$ cat src/sadc_pkg.sv
// Package for the serial converter link: widths, cycle counts, states.
// Assumes a single 100 MHz system clock shared by both ends.
package sadc_pkg;

    // ------------------------------------------------------------
    // Sizes and timing
    // ------------------------------------------------------------
    localparam int RESULT_BITS = 8;
    localparam int ADDR_BITS = 2;
    localparam int SYS_CLK_MHZ = 100;
    localparam int LINK_CLK_KHZ = 2000;
    localparam int HALF_PERIOD_CYCLES = (SYS_CLK_MHZ * 1000)
        / (2 * LINK_CLK_KHZ);
    localparam logic [7:0] RESULT_RESET = 8'h00;
    localparam logic [4:0] BIT_CNT_RESET = 5'h00;

    // ------------------------------------------------------------
    // Device sequencer states, one-hot
    // ------------------------------------------------------------
    typedef enum logic [5:0] {
        DS_IDLE   = 6'b00_0001,
        DS_START  = 6'b00_0010,
        DS_ADDR   = 6'b00_0100,
        DS_SETTLE = 6'b00_1000,
        DS_CONV   = 6'b01_0000,
        DS_TAIL   = 6'b10_0000
    } dev_state_t;

    // ------------------------------------------------------------
    // Host sequencer states, one-hot
    // ------------------------------------------------------------
    typedef enum logic [3:0] {
        HS_IDLE = 4'b0001,
        HS_SEND = 4'b0010,
        HS_RECV = 4'b0100,
        HS_DONE = 4'b1000
    } host_state_t;

endpackage
$ cat src/sadc_link_if.sv
// Four-wire link between host and converter sequencer.
// Assumes the bench resolves dout from its enable.
`timescale 1ns/1ps
interface sadc_link_if;
    logic sel_n;
    logic sclk;
    logic serial_in;
    logic dout;
    logic dout_oe;

    modport host (output sel_n, output sclk, output serial_in,
                  input dout, input dout_oe);
    modport dev (input sel_n, input sclk, input serial_in,
                 output dout, output dout_oe);
endinterface

$ cat src/sadc_device.sv
// Converter end: start detection, channel word, settle, result stream.
// Assumes link pins are asynchronous to SYS_CLK_I; the comparator is
// modelled by comparing the two selected 8-bit analog codes.
`timescale 1ns/1ps

module sadc_device
    import sadc_pkg::*;
#(
    parameter bit TWO_INPUT = 1'b1
) (
    input wire logic SYS_CLK_I,
    input wire logic SYS_RST_I,
    sadc_link_if.dev LINK,
    input wire logic [7:0] AIN0_I,
    input wire logic [7:0] AIN1_I,
    output logic [7:0] RESULT_O,
    output logic DONE_O
);

    // ------------------------------------------------------------
    // Pin synchronisers
    // ------------------------------------------------------------
    logic [1:0] sel_sync;
    logic [1:0] clk_sync;
    logic [1:0] din_sync;
    logic clk_prev;
    logic sel_n;
    logic rise;
    logic fall;

    // Two flops on each pin before use
    always_ff @(posedge SYS_CLK_I) begin
        if (SYS_RST_I) begin
            sel_sync <= 2'h3;
            clk_sync <= 2'h0;
            din_sync <= 2'h0;
            clk_prev <= 1'b0;
        end else begin
            sel_sync <= {sel_sync[0], LINK.sel_n};
            clk_sync <= {clk_sync[0], LINK.sclk};
            din_sync <= {din_sync[0], LINK.serial_in};
            clk_prev <= clk_sync[1];
        end
    end

    assign sel_n = sel_sync[1];
    assign rise = clk_sync[1] & ~clk_prev;
    assign fall = ~clk_sync[1] & clk_prev;

    // ------------------------------------------------------------
    // Sequencer
    // ------------------------------------------------------------
    dev_state_t state;
    logic [ADDR_BITS-1:0] addr_sr;
    logic [1:0] addr_cnt;
    logic [4:0] bit_cnt;
    logic [7:0] approx_result_reg;
    logic [7:0] vpos;
    logic [7:0] vneg;
    logic [7:0] trial;
    logic decide;
    logic [7:0] next_sar;
    logic [2:0] replay_idx;

    // Channel assignment from the captured word
    always_comb begin
        vpos = AIN0_I;
        vneg = AIN1_I;
        if (!TWO_INPUT) begin
            vpos = AIN0_I; // fixed pair
            vneg = AIN1_I;
        end else if (addr_sr[1]) begin
            vpos = addr_sr[0] ? AIN1_I : AIN0_I;
            vneg = 8'h00;
        end else begin
            vpos = addr_sr[0] ? AIN1_I : AIN0_I;
            vneg = addr_sr[0] ? AIN0_I : AIN1_I;
        end
    end

    // Comparator: trial weight against the input difference
    always_comb begin
        trial = approx_result_reg | (8'h80 >> bit_cnt[2:0]);
        decide = (vpos >= vneg) && ((vpos - vneg) >= trial);
        next_sar = decide ? trial : approx_result_reg;
        // Replay counts 8..14 pick stored bits 1..7
        replay_idx = 3'(bit_cnt - 5'd7);
    end

    // State flow on link edges; select high forces idle
    always_ff @(posedge SYS_CLK_I) begin
        if (SYS_RST_I) begin
            state <= DS_IDLE;
        end else if (sel_n) begin
            state <= DS_IDLE;
        end else begin
            case (state)
                DS_IDLE: begin
                    state <= DS_START;
                end
                DS_START: begin
                    if (rise && din_sync[1]) begin
                        state <= TWO_INPUT ? DS_ADDR : DS_SETTLE;
                    end
                end
                DS_ADDR: begin
                    if (rise && addr_cnt == 2'd1) begin
                        state <= DS_SETTLE;
                    end
                end
                DS_SETTLE: begin
                    if (fall) begin
                        state <= DS_CONV;
                    end
                end
                DS_CONV: begin
                    if (fall && bit_cnt == (TWO_INPUT ? 5'd15 : 5'd8)) begin
                        state <= DS_TAIL;
                    end
                end
                DS_TAIL: begin
                    state <= DS_TAIL;
                end
                default: begin
                    state <= DS_IDLE;
                end
            endcase
        end
    end

    // Channel word capture, only while addressing
    always_ff @(posedge SYS_CLK_I) begin
        if (SYS_RST_I || sel_n || state == DS_START) begin
            addr_cnt <= 2'd0;
            if (SYS_RST_I || sel_n) begin
                addr_sr <= 2'b00;
            end
        end else if (state == DS_ADDR && rise) begin
            addr_sr <= {addr_sr[0], din_sync[1]};
            addr_cnt <= addr_cnt + 2'd1;
        end
    end

    // Approximation and output bit count
    always_ff @(posedge SYS_CLK_I) begin
        if (SYS_RST_I || sel_n || state == DS_START) begin
            approx_result_reg <= RESULT_RESET;
            bit_cnt <= BIT_CNT_RESET;
        end else if (state == DS_CONV && fall) begin
            bit_cnt <= bit_cnt + 5'd1;
            // All eight decisions kept so the replay has a full word
            if (bit_cnt < 5'd8) begin
                approx_result_reg <= next_sar;
            end
        end
    end

    // ------------------------------------------------------------
    // Serial output driver
    // ------------------------------------------------------------
    always_ff @(posedge SYS_CLK_I) begin
        if (SYS_RST_I || sel_n) begin
            LINK.dout <= 1'b0;
            LINK.dout_oe <= 1'b0;
        end else begin
            case (state)
                DS_SETTLE: begin
                    LINK.dout <= 1'b0;
                    LINK.dout_oe <= 1'b1;
                end
                DS_CONV: begin
                    if (fall) begin
                        if (bit_cnt < 5'd8) begin
                            LINK.dout <= decide;
                        end else if (TWO_INPUT && bit_cnt < 5'd15) begin
                            LINK.dout <= approx_result_reg[replay_idx];
                        end else begin
                            // Last bit done: low until deselect
                            LINK.dout <= 1'b0;
                        end
                    end
                end
                DS_TAIL: begin
                    LINK.dout <= 1'b0;
                end
                default: begin
                    LINK.dout <= 1'b0;
                    LINK.dout_oe <= 1'b0;
                end
            endcase
        end
    end

    // Result capture once the eighth decision is made
    always_ff @(posedge SYS_CLK_I) begin
        if (SYS_RST_I) begin
            RESULT_O <= RESULT_RESET;
            DONE_O <= 1'b0;
        end else begin
            DONE_O <= 1'b0;
            if (state == DS_CONV && fall && bit_cnt == 5'd7) begin
                RESULT_O <= next_sar;
                DONE_O <= 1'b1;
            end
        end
    end

endmodule

$ cat src/flat_wrapper.sv
// flat-port wrapper written by rule: the top's interface ports become plain ports
module sadc_device_flat import sadc_pkg::*;
#(
    parameter bit TWO_INPUT = 1'b1
)
  (SYS_CLK_I, SYS_RST_I, AIN0_I, AIN1_I, RESULT_O, DONE_O, LINK_sel_n, LINK_sclk, LINK_serial_in, LINK_dout, LINK_dout_oe);
  sadc_link_if LINK_i ();
  input wire logic SYS_CLK_I;
  input wire logic SYS_RST_I;
  input wire logic [7:0] AIN0_I;
  input wire logic [7:0] AIN1_I;
  output logic [7:0] RESULT_O;
  output logic DONE_O;
  input wire logic [$bits(LINK_i.sel_n)-1:0] LINK_sel_n;
  input wire logic [$bits(LINK_i.sclk)-1:0] LINK_sclk;
  input wire logic [$bits(LINK_i.serial_in)-1:0] LINK_serial_in;
  output wire logic [$bits(LINK_i.dout)-1:0] LINK_dout;
  output wire logic [$bits(LINK_i.dout_oe)-1:0] LINK_dout_oe;
  assign LINK_i.sel_n = LINK_sel_n;
  assign LINK_i.sclk = LINK_sclk;
  assign LINK_i.serial_in = LINK_serial_in;
  assign LINK_dout = LINK_i.dout;
  assign LINK_dout_oe = LINK_i.dout_oe;
  sadc_device #(.TWO_INPUT(TWO_INPUT)) u_core (.SYS_CLK_I(SYS_CLK_I), .SYS_RST_I(SYS_RST_I), .LINK(LINK_i), .AIN0_I(AIN0_I), .AIN1_I(AIN1_I), .RESULT_O(RESULT_O), .DONE_O(DONE_O));
endmodule
$ cat config.mk
export PLATFORM = sky130hd
export DESIGN_NAME = sadc_device_flat
export DESIGN_NICKNAME = d
export VERILOG_FILES = /design/src/sadc_pkg.sv /design/src/sadc_link_if.sv /design/src/sadc_device.sv /design/src/flat_wrapper.sv
export SDC_FILE = /design/constraint.sdc
export NUM_CORES = 1
export LEC_CHECK = 0
export ABC_AREA = 1
export CAP_MARGIN = 20
export CORE_AREA = 5 5 77 79
export DETAILED_ROUTE_END_ITERATION = 7
export DIE_AREA = 0 0 82 84
export DONT_BUFFER_PORTS = 1
export GPL_ROUTABILITY_DRIVEN = 0
export PLACE_DENSITY = 0.68
export SYNTH_ARGS = -nofsm -noshare
export SYNTH_HDL_FRONTEND = slang
export SYNTH_SLANG_ARGS = --single-unit
$ cat constraint.sdc
create_clock -name SYS_CLK_I -period 8.77 [get_ports SYS_CLK_I]
set_input_delay 0.4385 -clock SYS_CLK_I [delete_from_list [all_inputs] [get_ports SYS_CLK_I]]
set_output_delay 0.4385 -clock SYS_CLK_I [all_outputs]
set_load 0.05 [all_outputs]
# [Word level (Yosys, flattened, before mapping)]
# Cells that the tools add are included.
[totals] reg_bits=41 input_bits=21 out_inout_bits=11 elab_cells=77
[op_classes] n_addsub=4 n_lt_le_gt_ge=5 n_eq_ne=14 shift=1 mux=18 n_bitwise=6 reduce_logical=16
[op_table] cell="one-hot mux 6 bit (6 select lines)" n=1
[op_table] cell="two-way mux 8 bit" n=4
[op_table] cell="two-way mux 6 bit" n=4
[op_table] cell=">= comparator 8 bit" n=2
[op_table] cell="less-than comparator 5 x 4 -> 1 bit (second input constant)" n=2
[op_table] cell="inequality test 2 x 1 -> 1 bit (second input constant)" n=5
[op_table] cell="OR 8 bit" n=1
[op_table] cell="right shift 8 x 3 -> 8 bit (first input constant)" n=1
[op_table] cell="subtractor 8 bit" n=1
[op_table] cell="logical AND 1 bit" n=7
[op_table] cell="equality test 6 x 1 -> 1 bit (second input constant)" n=1
[op_table] cell="equality test 6 x 2 -> 1 bit (second input constant)" n=1
[op_table] cell="equality test 6 x 3 -> 1 bit (second input constant)" n=1
[op_table] cell="equality test 6 x 4 -> 1 bit (second input constant)" n=1
[op_table] cell="equality test 6 x 5 -> 1 bit (second input constant)" n=1
[op_table] cell="equality test 6 bit (second input constant)" n=1
[op_table] cell="two-way mux 2 bit" n=3
[op_table] cell="OR reduction 2 bit" n=3
[op_table] cell="adder 5 x 1 -> 5 bit (second input constant)" n=1
[op_table] cell="equality test 5 x 3 -> 1 bit (second input constant)" n=1
[op_table] cell="equality test 5 x 4 -> 1 bit (second input constant)" n=1
[op_table] cell="less-than comparator 3 x 4 -> 1 bit (second input constant)" n=1
[op_table] cell="two-way mux 1 bit" n=4
[op_table] cell="AND reduction 2 bit" n=2
[op_table] cell="10 further kinds" n=14

# [Depth between registers and ports, before layout]
[logic_depth] ltp_word=6 mapped_depth=22 depth_no_buf=22

# [Least setup slack after synthesis]
# OpenSTA, ideal clock, no wires.
[synth_path] path_type="flip-flop to flip-flop" start="reg u_core.addr_sr[0]" end="reg u_core.LINK.dout" setup_time_ns=0.115 arrival_ns=3.138 required_ns=8.655 path_slack_ns=5.518 path_stages_with_launch=19 path_buffers=2 period_less_slack_ns=3.252 cell_sequence="edfxtp_1 > clkbuf_1 > clkbuf_1 > o21ai_0 > ha_1 > a21oi_1 > o21ai_0 > nand2_1 > nand2_1 > a21oi_1 > xor2_1 > inv_1 > ha_1 > a21oi_1 > o21a_1 > nand2_1 > nand2_1 > nor2_1 > o21a_1"
[synth_between] elab_chain_cells=6 elab_cells_between_ends=8 cone_classes="add/sub: 1; order compare: 2; mux: 4; reduce/logical: 1"
[synth_lines] item="from (decl)" line_no="sadc_device.sv:54" source="logic [ADDR_BITS-1:0] addr_sr;"
[synth_lines] item="from (signal assigned)" line_no="sadc_device.sv:139" source="addr_sr <= {addr_sr[0], din_sync[1]};"
[synth_lines] item="two-way mux 8 bit" line_no="sadc_device.sv:77" source="vneg = addr_sr[0] ? AIN0_I : AIN1_I;"
[synth_lines] item="two-way mux 8 bit" line_no="sadc_device.sv:72" source="end else if (addr_sr[1]) begin"
[synth_lines] item="subtractor 8 bit" line_no="sadc_device.sv:84" source="decide = (vpos >= vneg) && ((vpos - vneg) >= trial);"
[synth_lines] item=">= comparator 8 bit" line_no="sadc_device.sv:84"
[synth_lines] item="logical AND 1 bit *" line_no="sadc_device.sv:84"
[synth_lines] item="two-way mux 1 bit *" line_no="sadc_device.sv:173" source="if (bit_cnt < 5'd8) begin"
[synth_lines] item="to (signal assigned)" line_no="sadc_device.sv:174" source="LINK.dout <= decide;"
[synth_lines] item="to (signal assigned)" line_no="sadc_device.sv:176" source="LINK.dout <= approx_result_reg[replay_idx];"
[synth_lines] item="to (decl)" line_no="sadc_link_if.sv:14" source="output dout, output dout_oe);"
# Every way passes the cells marked *; elsewhere a longest branch is shown, timed or not.
# A chain may end at the register's enable or synchronous reset.

# [Worst setup path after layout]
[layout_path] start="reg u_core.addr_sr[0]" end="reg u_core.RESULT_O[1]"
[layout_between] elab_chain_cells=6 elab_cells_between_ends=8 cone_classes="add/sub: 1; order compare: 2; mux: 4; reduce/logical: 1"
[layout_lines] item="two-way mux 8 bit" line_no="sadc_device.sv:77"
[layout_lines] item="two-way mux 8 bit" line_no="sadc_device.sv:72"
[layout_lines] item="subtractor 8 bit" line_no="sadc_device.sv:84"
[layout_lines] item=">= comparator 8 bit" line_no="sadc_device.sv:84"
[layout_lines] item="logical AND 1 bit *" line_no="sadc_device.sv:84"
[layout_lines] item="two-way mux 8 bit *" line_no="sadc_device.sv:85" source="next_sar = decide ? trial : approx_result_reg;"
[layout_lines] item="to (signal assigned)" line_no="sadc_device.sv:202" source="RESULT_O <= next_sar;"
[layout_lines] item="to (decl)" line_no="sadc_device.sv:16" source="output logic [7:0] RESULT_O,"
# Marked as above.

==> results.yml <==
detailed_routing:
  ant_nets: 0
  dr_wl_met2_um: 2400
  routed.top_layer: "met4"
  via_per_inst: 4.99
  drt_iter0_markers: 125
  m1WireLength_um: 2390
  drc_errors: 0
  finalWirelength_um: 5060
  dr.pass1.iters: 4
  vias: 2260
  avgRoutedWirePerCell_um: 11.2
  met3WireLength_um: 205
grt:
  grt_max_degree: 31
  grt_pass1_vias: 2179
  antenna_found_initial: 0
  grt.overflow.total: 0
  grt_first_pass_wirelength_um: 9230
  grt_util_all_layers: 0.164
flow_run:
  max_cap_viol_count: 0
critical_path:
  critPathCaptureType: "flop"
  slowest_delay_ns: 0.84
  r2r_start: "u_core.addr_sr[0]"
  critPathTopFamily: "simple AND/OR/NAND/NOR gates"
  path_common_cell: "nand2_1"
  worst-path-buf-inv: 3
  startpoint: "u_core.addr_sr[0]"
  path_max_fanout: 30
  arrival_ns: 3.99
  worstSetupStartpointType: "flop"
  crit_type: "flop to flop"
  timing.rr.end: "u_core.RESULT_O[1]"
  worstPathRequired_ns: 8.97
  crit_chain: "nor2_1, nor3_1, inv_1, ha_1, nand2_1, o21ai_0, nand2_1, nand2_1, a21oi_1, xor2_1, inv_1, ha_1, a21oi_1, o21a_1, nand2_1, nand2_1, nand2_1, nand3_2, nand2_1, inv_1"
  cp-endpoint: "u_core.RESULT_O[1]"
  cp_slowest_cell: "edfxtp_1"
  crit_cells: 20
  ff2ff_path_depth: 20
  r2r_slack_ns: 4.97
layout:
  n_fill_cell: 550
  finalCoreUtilization: 0.538
  antennaDiodeCount: 0
  nNetsFinal: 426
  multi_input_area_um2: 1530
  finalNonFillerCells: 453
  register_area_um2: 841
  layout-drive-gt1-share: 0.0630
  design_area_um2: 2840
  area_delta_synth_final_pct: 5.10
cts:
  ctsRootBufferMaster: "clkbuf_8"
  cts_buffer_depth: 2
  clk_latency_ns: 0.29
  cts_resized: 0
  hold_buffers: 0
  cts_setup_buffers: 0
  ctsHtreeMaxLevel: 2
  cts-buffers-inserted: 5
  cts_tree: "yes"
  clkTransAtPathRegs_ns: 0.08
  clock-sinks: 41
synthesis:
  avgSynthCellArea_um2: 7.07
  synth_seq_area_share: 0.311
  synth-edff-count: 2
  synth-xor-area-share: 0.0195
  synth_cell_type_count: 33
  synth_area_um2: 2700
  yosysTopAreaCell: "dfxtp_1"
  yosys_most_used_dff: "dfxtp_1"
  yosys_warnings: 0
  ys_top_cells_by_area: "dfxtp_1 29%, ha_1 11%, inv_1 9.7%"
  synth_top_area_frac: 0.289
  synth-compound-area-share: 0.167
  synth_simple_gate_area_frac: 0.259
  synth_seq_cells: 41
  synth_top_family_by_area: "simple AND/OR/NAND/NOR gates"
  synth_cells: 382
  synth_fa_ha_area_frac: 0.119
  synth.area.mux_share: 0.00371
  syn_nets: 428
  synth-async-reset-ratio: 0
power_and_ir_drop:
  leakage_uw: 0.00133
  p_per_area_nw_per_um2: 148
  power.total_uw: 419
  ir_drop_mv: 0.121
timing:
  fmax_mhz: 263
  fin_crit_sh: 0.433
  rsz0062_at_grt: "no"
  hold_viol_final: 0
  worst_pin_slew_ns: 0.753
  finalSetupViolCount: 0
  fin_setup_tns_ns: 0
  finClkSkew_ns: 0.00968
  finalWorstPathRequiredPeriod_ns: 3.80
  relSlewSlack: 0.498
  final-max-slew-violation-count: 0
floorplanning:
  io_pins: 32
  num_rows: 27
  dieArea_um2: 6890
  dieHeight_um: 84
  die_w_um: 82
  core_um2: 5270
  start_util: 0.512
placement:
  port_buffers: 0
  placed_cell_area_um2: 2730
  post-dp-hpwl_um: 4030
  placed_cells: 445
hold_path:
  min_path_type: "primary input to flop"
status:
  outcome: "finished, final reports clean"
[cells in the mapped netlist (all sizes together), types with 3 or more instances]
master,n
o21ai,32
dfxtp,39
o21a,7
ha,24
nand3,22
xor2,3
buf,5
a21oi,42
clkbuf,4
nor2,41
inv,70
xnor2,3
nand4,10
or2,4
nand2,67
[placed cells by master (no fill, tap or decap), types with 2 or more instances in the layout]
cell type  netlist  layout
nand3_1         17      17
nor3_1           2       2
o21a_1           7       7
inv_1           70      70
nor2_1          36      36
nor2_8           2       2
xnor2_1          3       3
nand2_1         66      66
nor2_2           2       2
clkbuf_8         0       5
nand4_1         10      10
edfxtp_1         2       2
xor2_1           3       3
a21oi_1         41      41
ha_1            24      24
nand3_2          4       4
dfxtp_1         39      39
or2_2            4       4
o21ai_0         31      31
[per-stage QoR]
stage	setup WS, ns	hold slack [ns]
5_1_grt	4.56	0.189
6_report	4.97	0.206
3_3_place_gp	5.13	0.396
4_1_cts	4.97	0.200
2_1_floorplan	5.52	0.388
3_5_place_dp	5.00	0.395
[routing by layer]
metal / global-route usage / up-vias
li1: - / 1230
met1: 0.205 / 992
met2: 0.273 / 32
met3: 0.0410 / 6
met4: 0.0468 / 0
met5: 0 / -
[worst reg2reg max path, stage by stage, from the launching register on]
cell and delay, ns:
edfxtp_1 0.84, nor2_1 0.11, nor3_1 0.32, inv_1 0.08, ha_1 0.28, nand2_1 0.05
o21ai_0 0.33, nand2_1 0.09, nand2_1 0.07, a21oi_1 0.07, xor2_1 0.15, inv_1 0.06
ha_1 0.29, a21oi_1 0.07, o21a_1 0.16, nand2_1 0.22, nand2_1 0.22, nand2_1 0.15
nand3_2 0.07, nand2_1 0.06, inv_1 0.03
[power by group]
group          internal [uW]  leakage, uW  switching, uW
Sequential               189     0.000340           1.62
Combinational           30.9     0.000937           47.9
Clock                   85.4    0.0000554           63.7
[worst min path at each step]
stage | startpoint | endpoint | slack (ns) | depth (start not counted)
after detailed placement | u_core.sel_sync[0] | u_core.sel_sync[1] | 0.40 | 1
after global placement | u_core.clk_sync[0] | u_core.clk_sync[1] | 0.40 | 2
final | SYS_RST_I | u_core.din_sync[0] | 0.21 | 1
after global routing | SYS_RST_I | u_core.clk_prev | 0.19 | 1
after CTS | SYS_RST_I | u_core.din_sync[0] | 0.20 | 1
after floorplan | u_core.clk_sync[0] | u_core.clk_sync[1] | 0.39 | 2
[final cells by class]
type | count | share of cell area
clock buffers | 6 | 0.0256
clock inverters | 2 | 0.0137
inverters | 70 | 0.0926
multi-input cells | 262 | 0.540
flip-flops and latches | 41 | 0.296
well taps | 72 | 0.0317
[cells by family after synthesis]
| kind of cell | count (synthesis) |
|---|---|
| buffers and inverters | 79 |
| XOR/XNOR | 6 |
| flip-flops | 41 |
| multiplexers | 1 |
| AND/OR/NAND/NOR | 146 |
| AO/OA/AOI/OAI | 84 |
| adder cells (fa/ha/maj) | 25 |
Power figures use the tool's default switching activity.
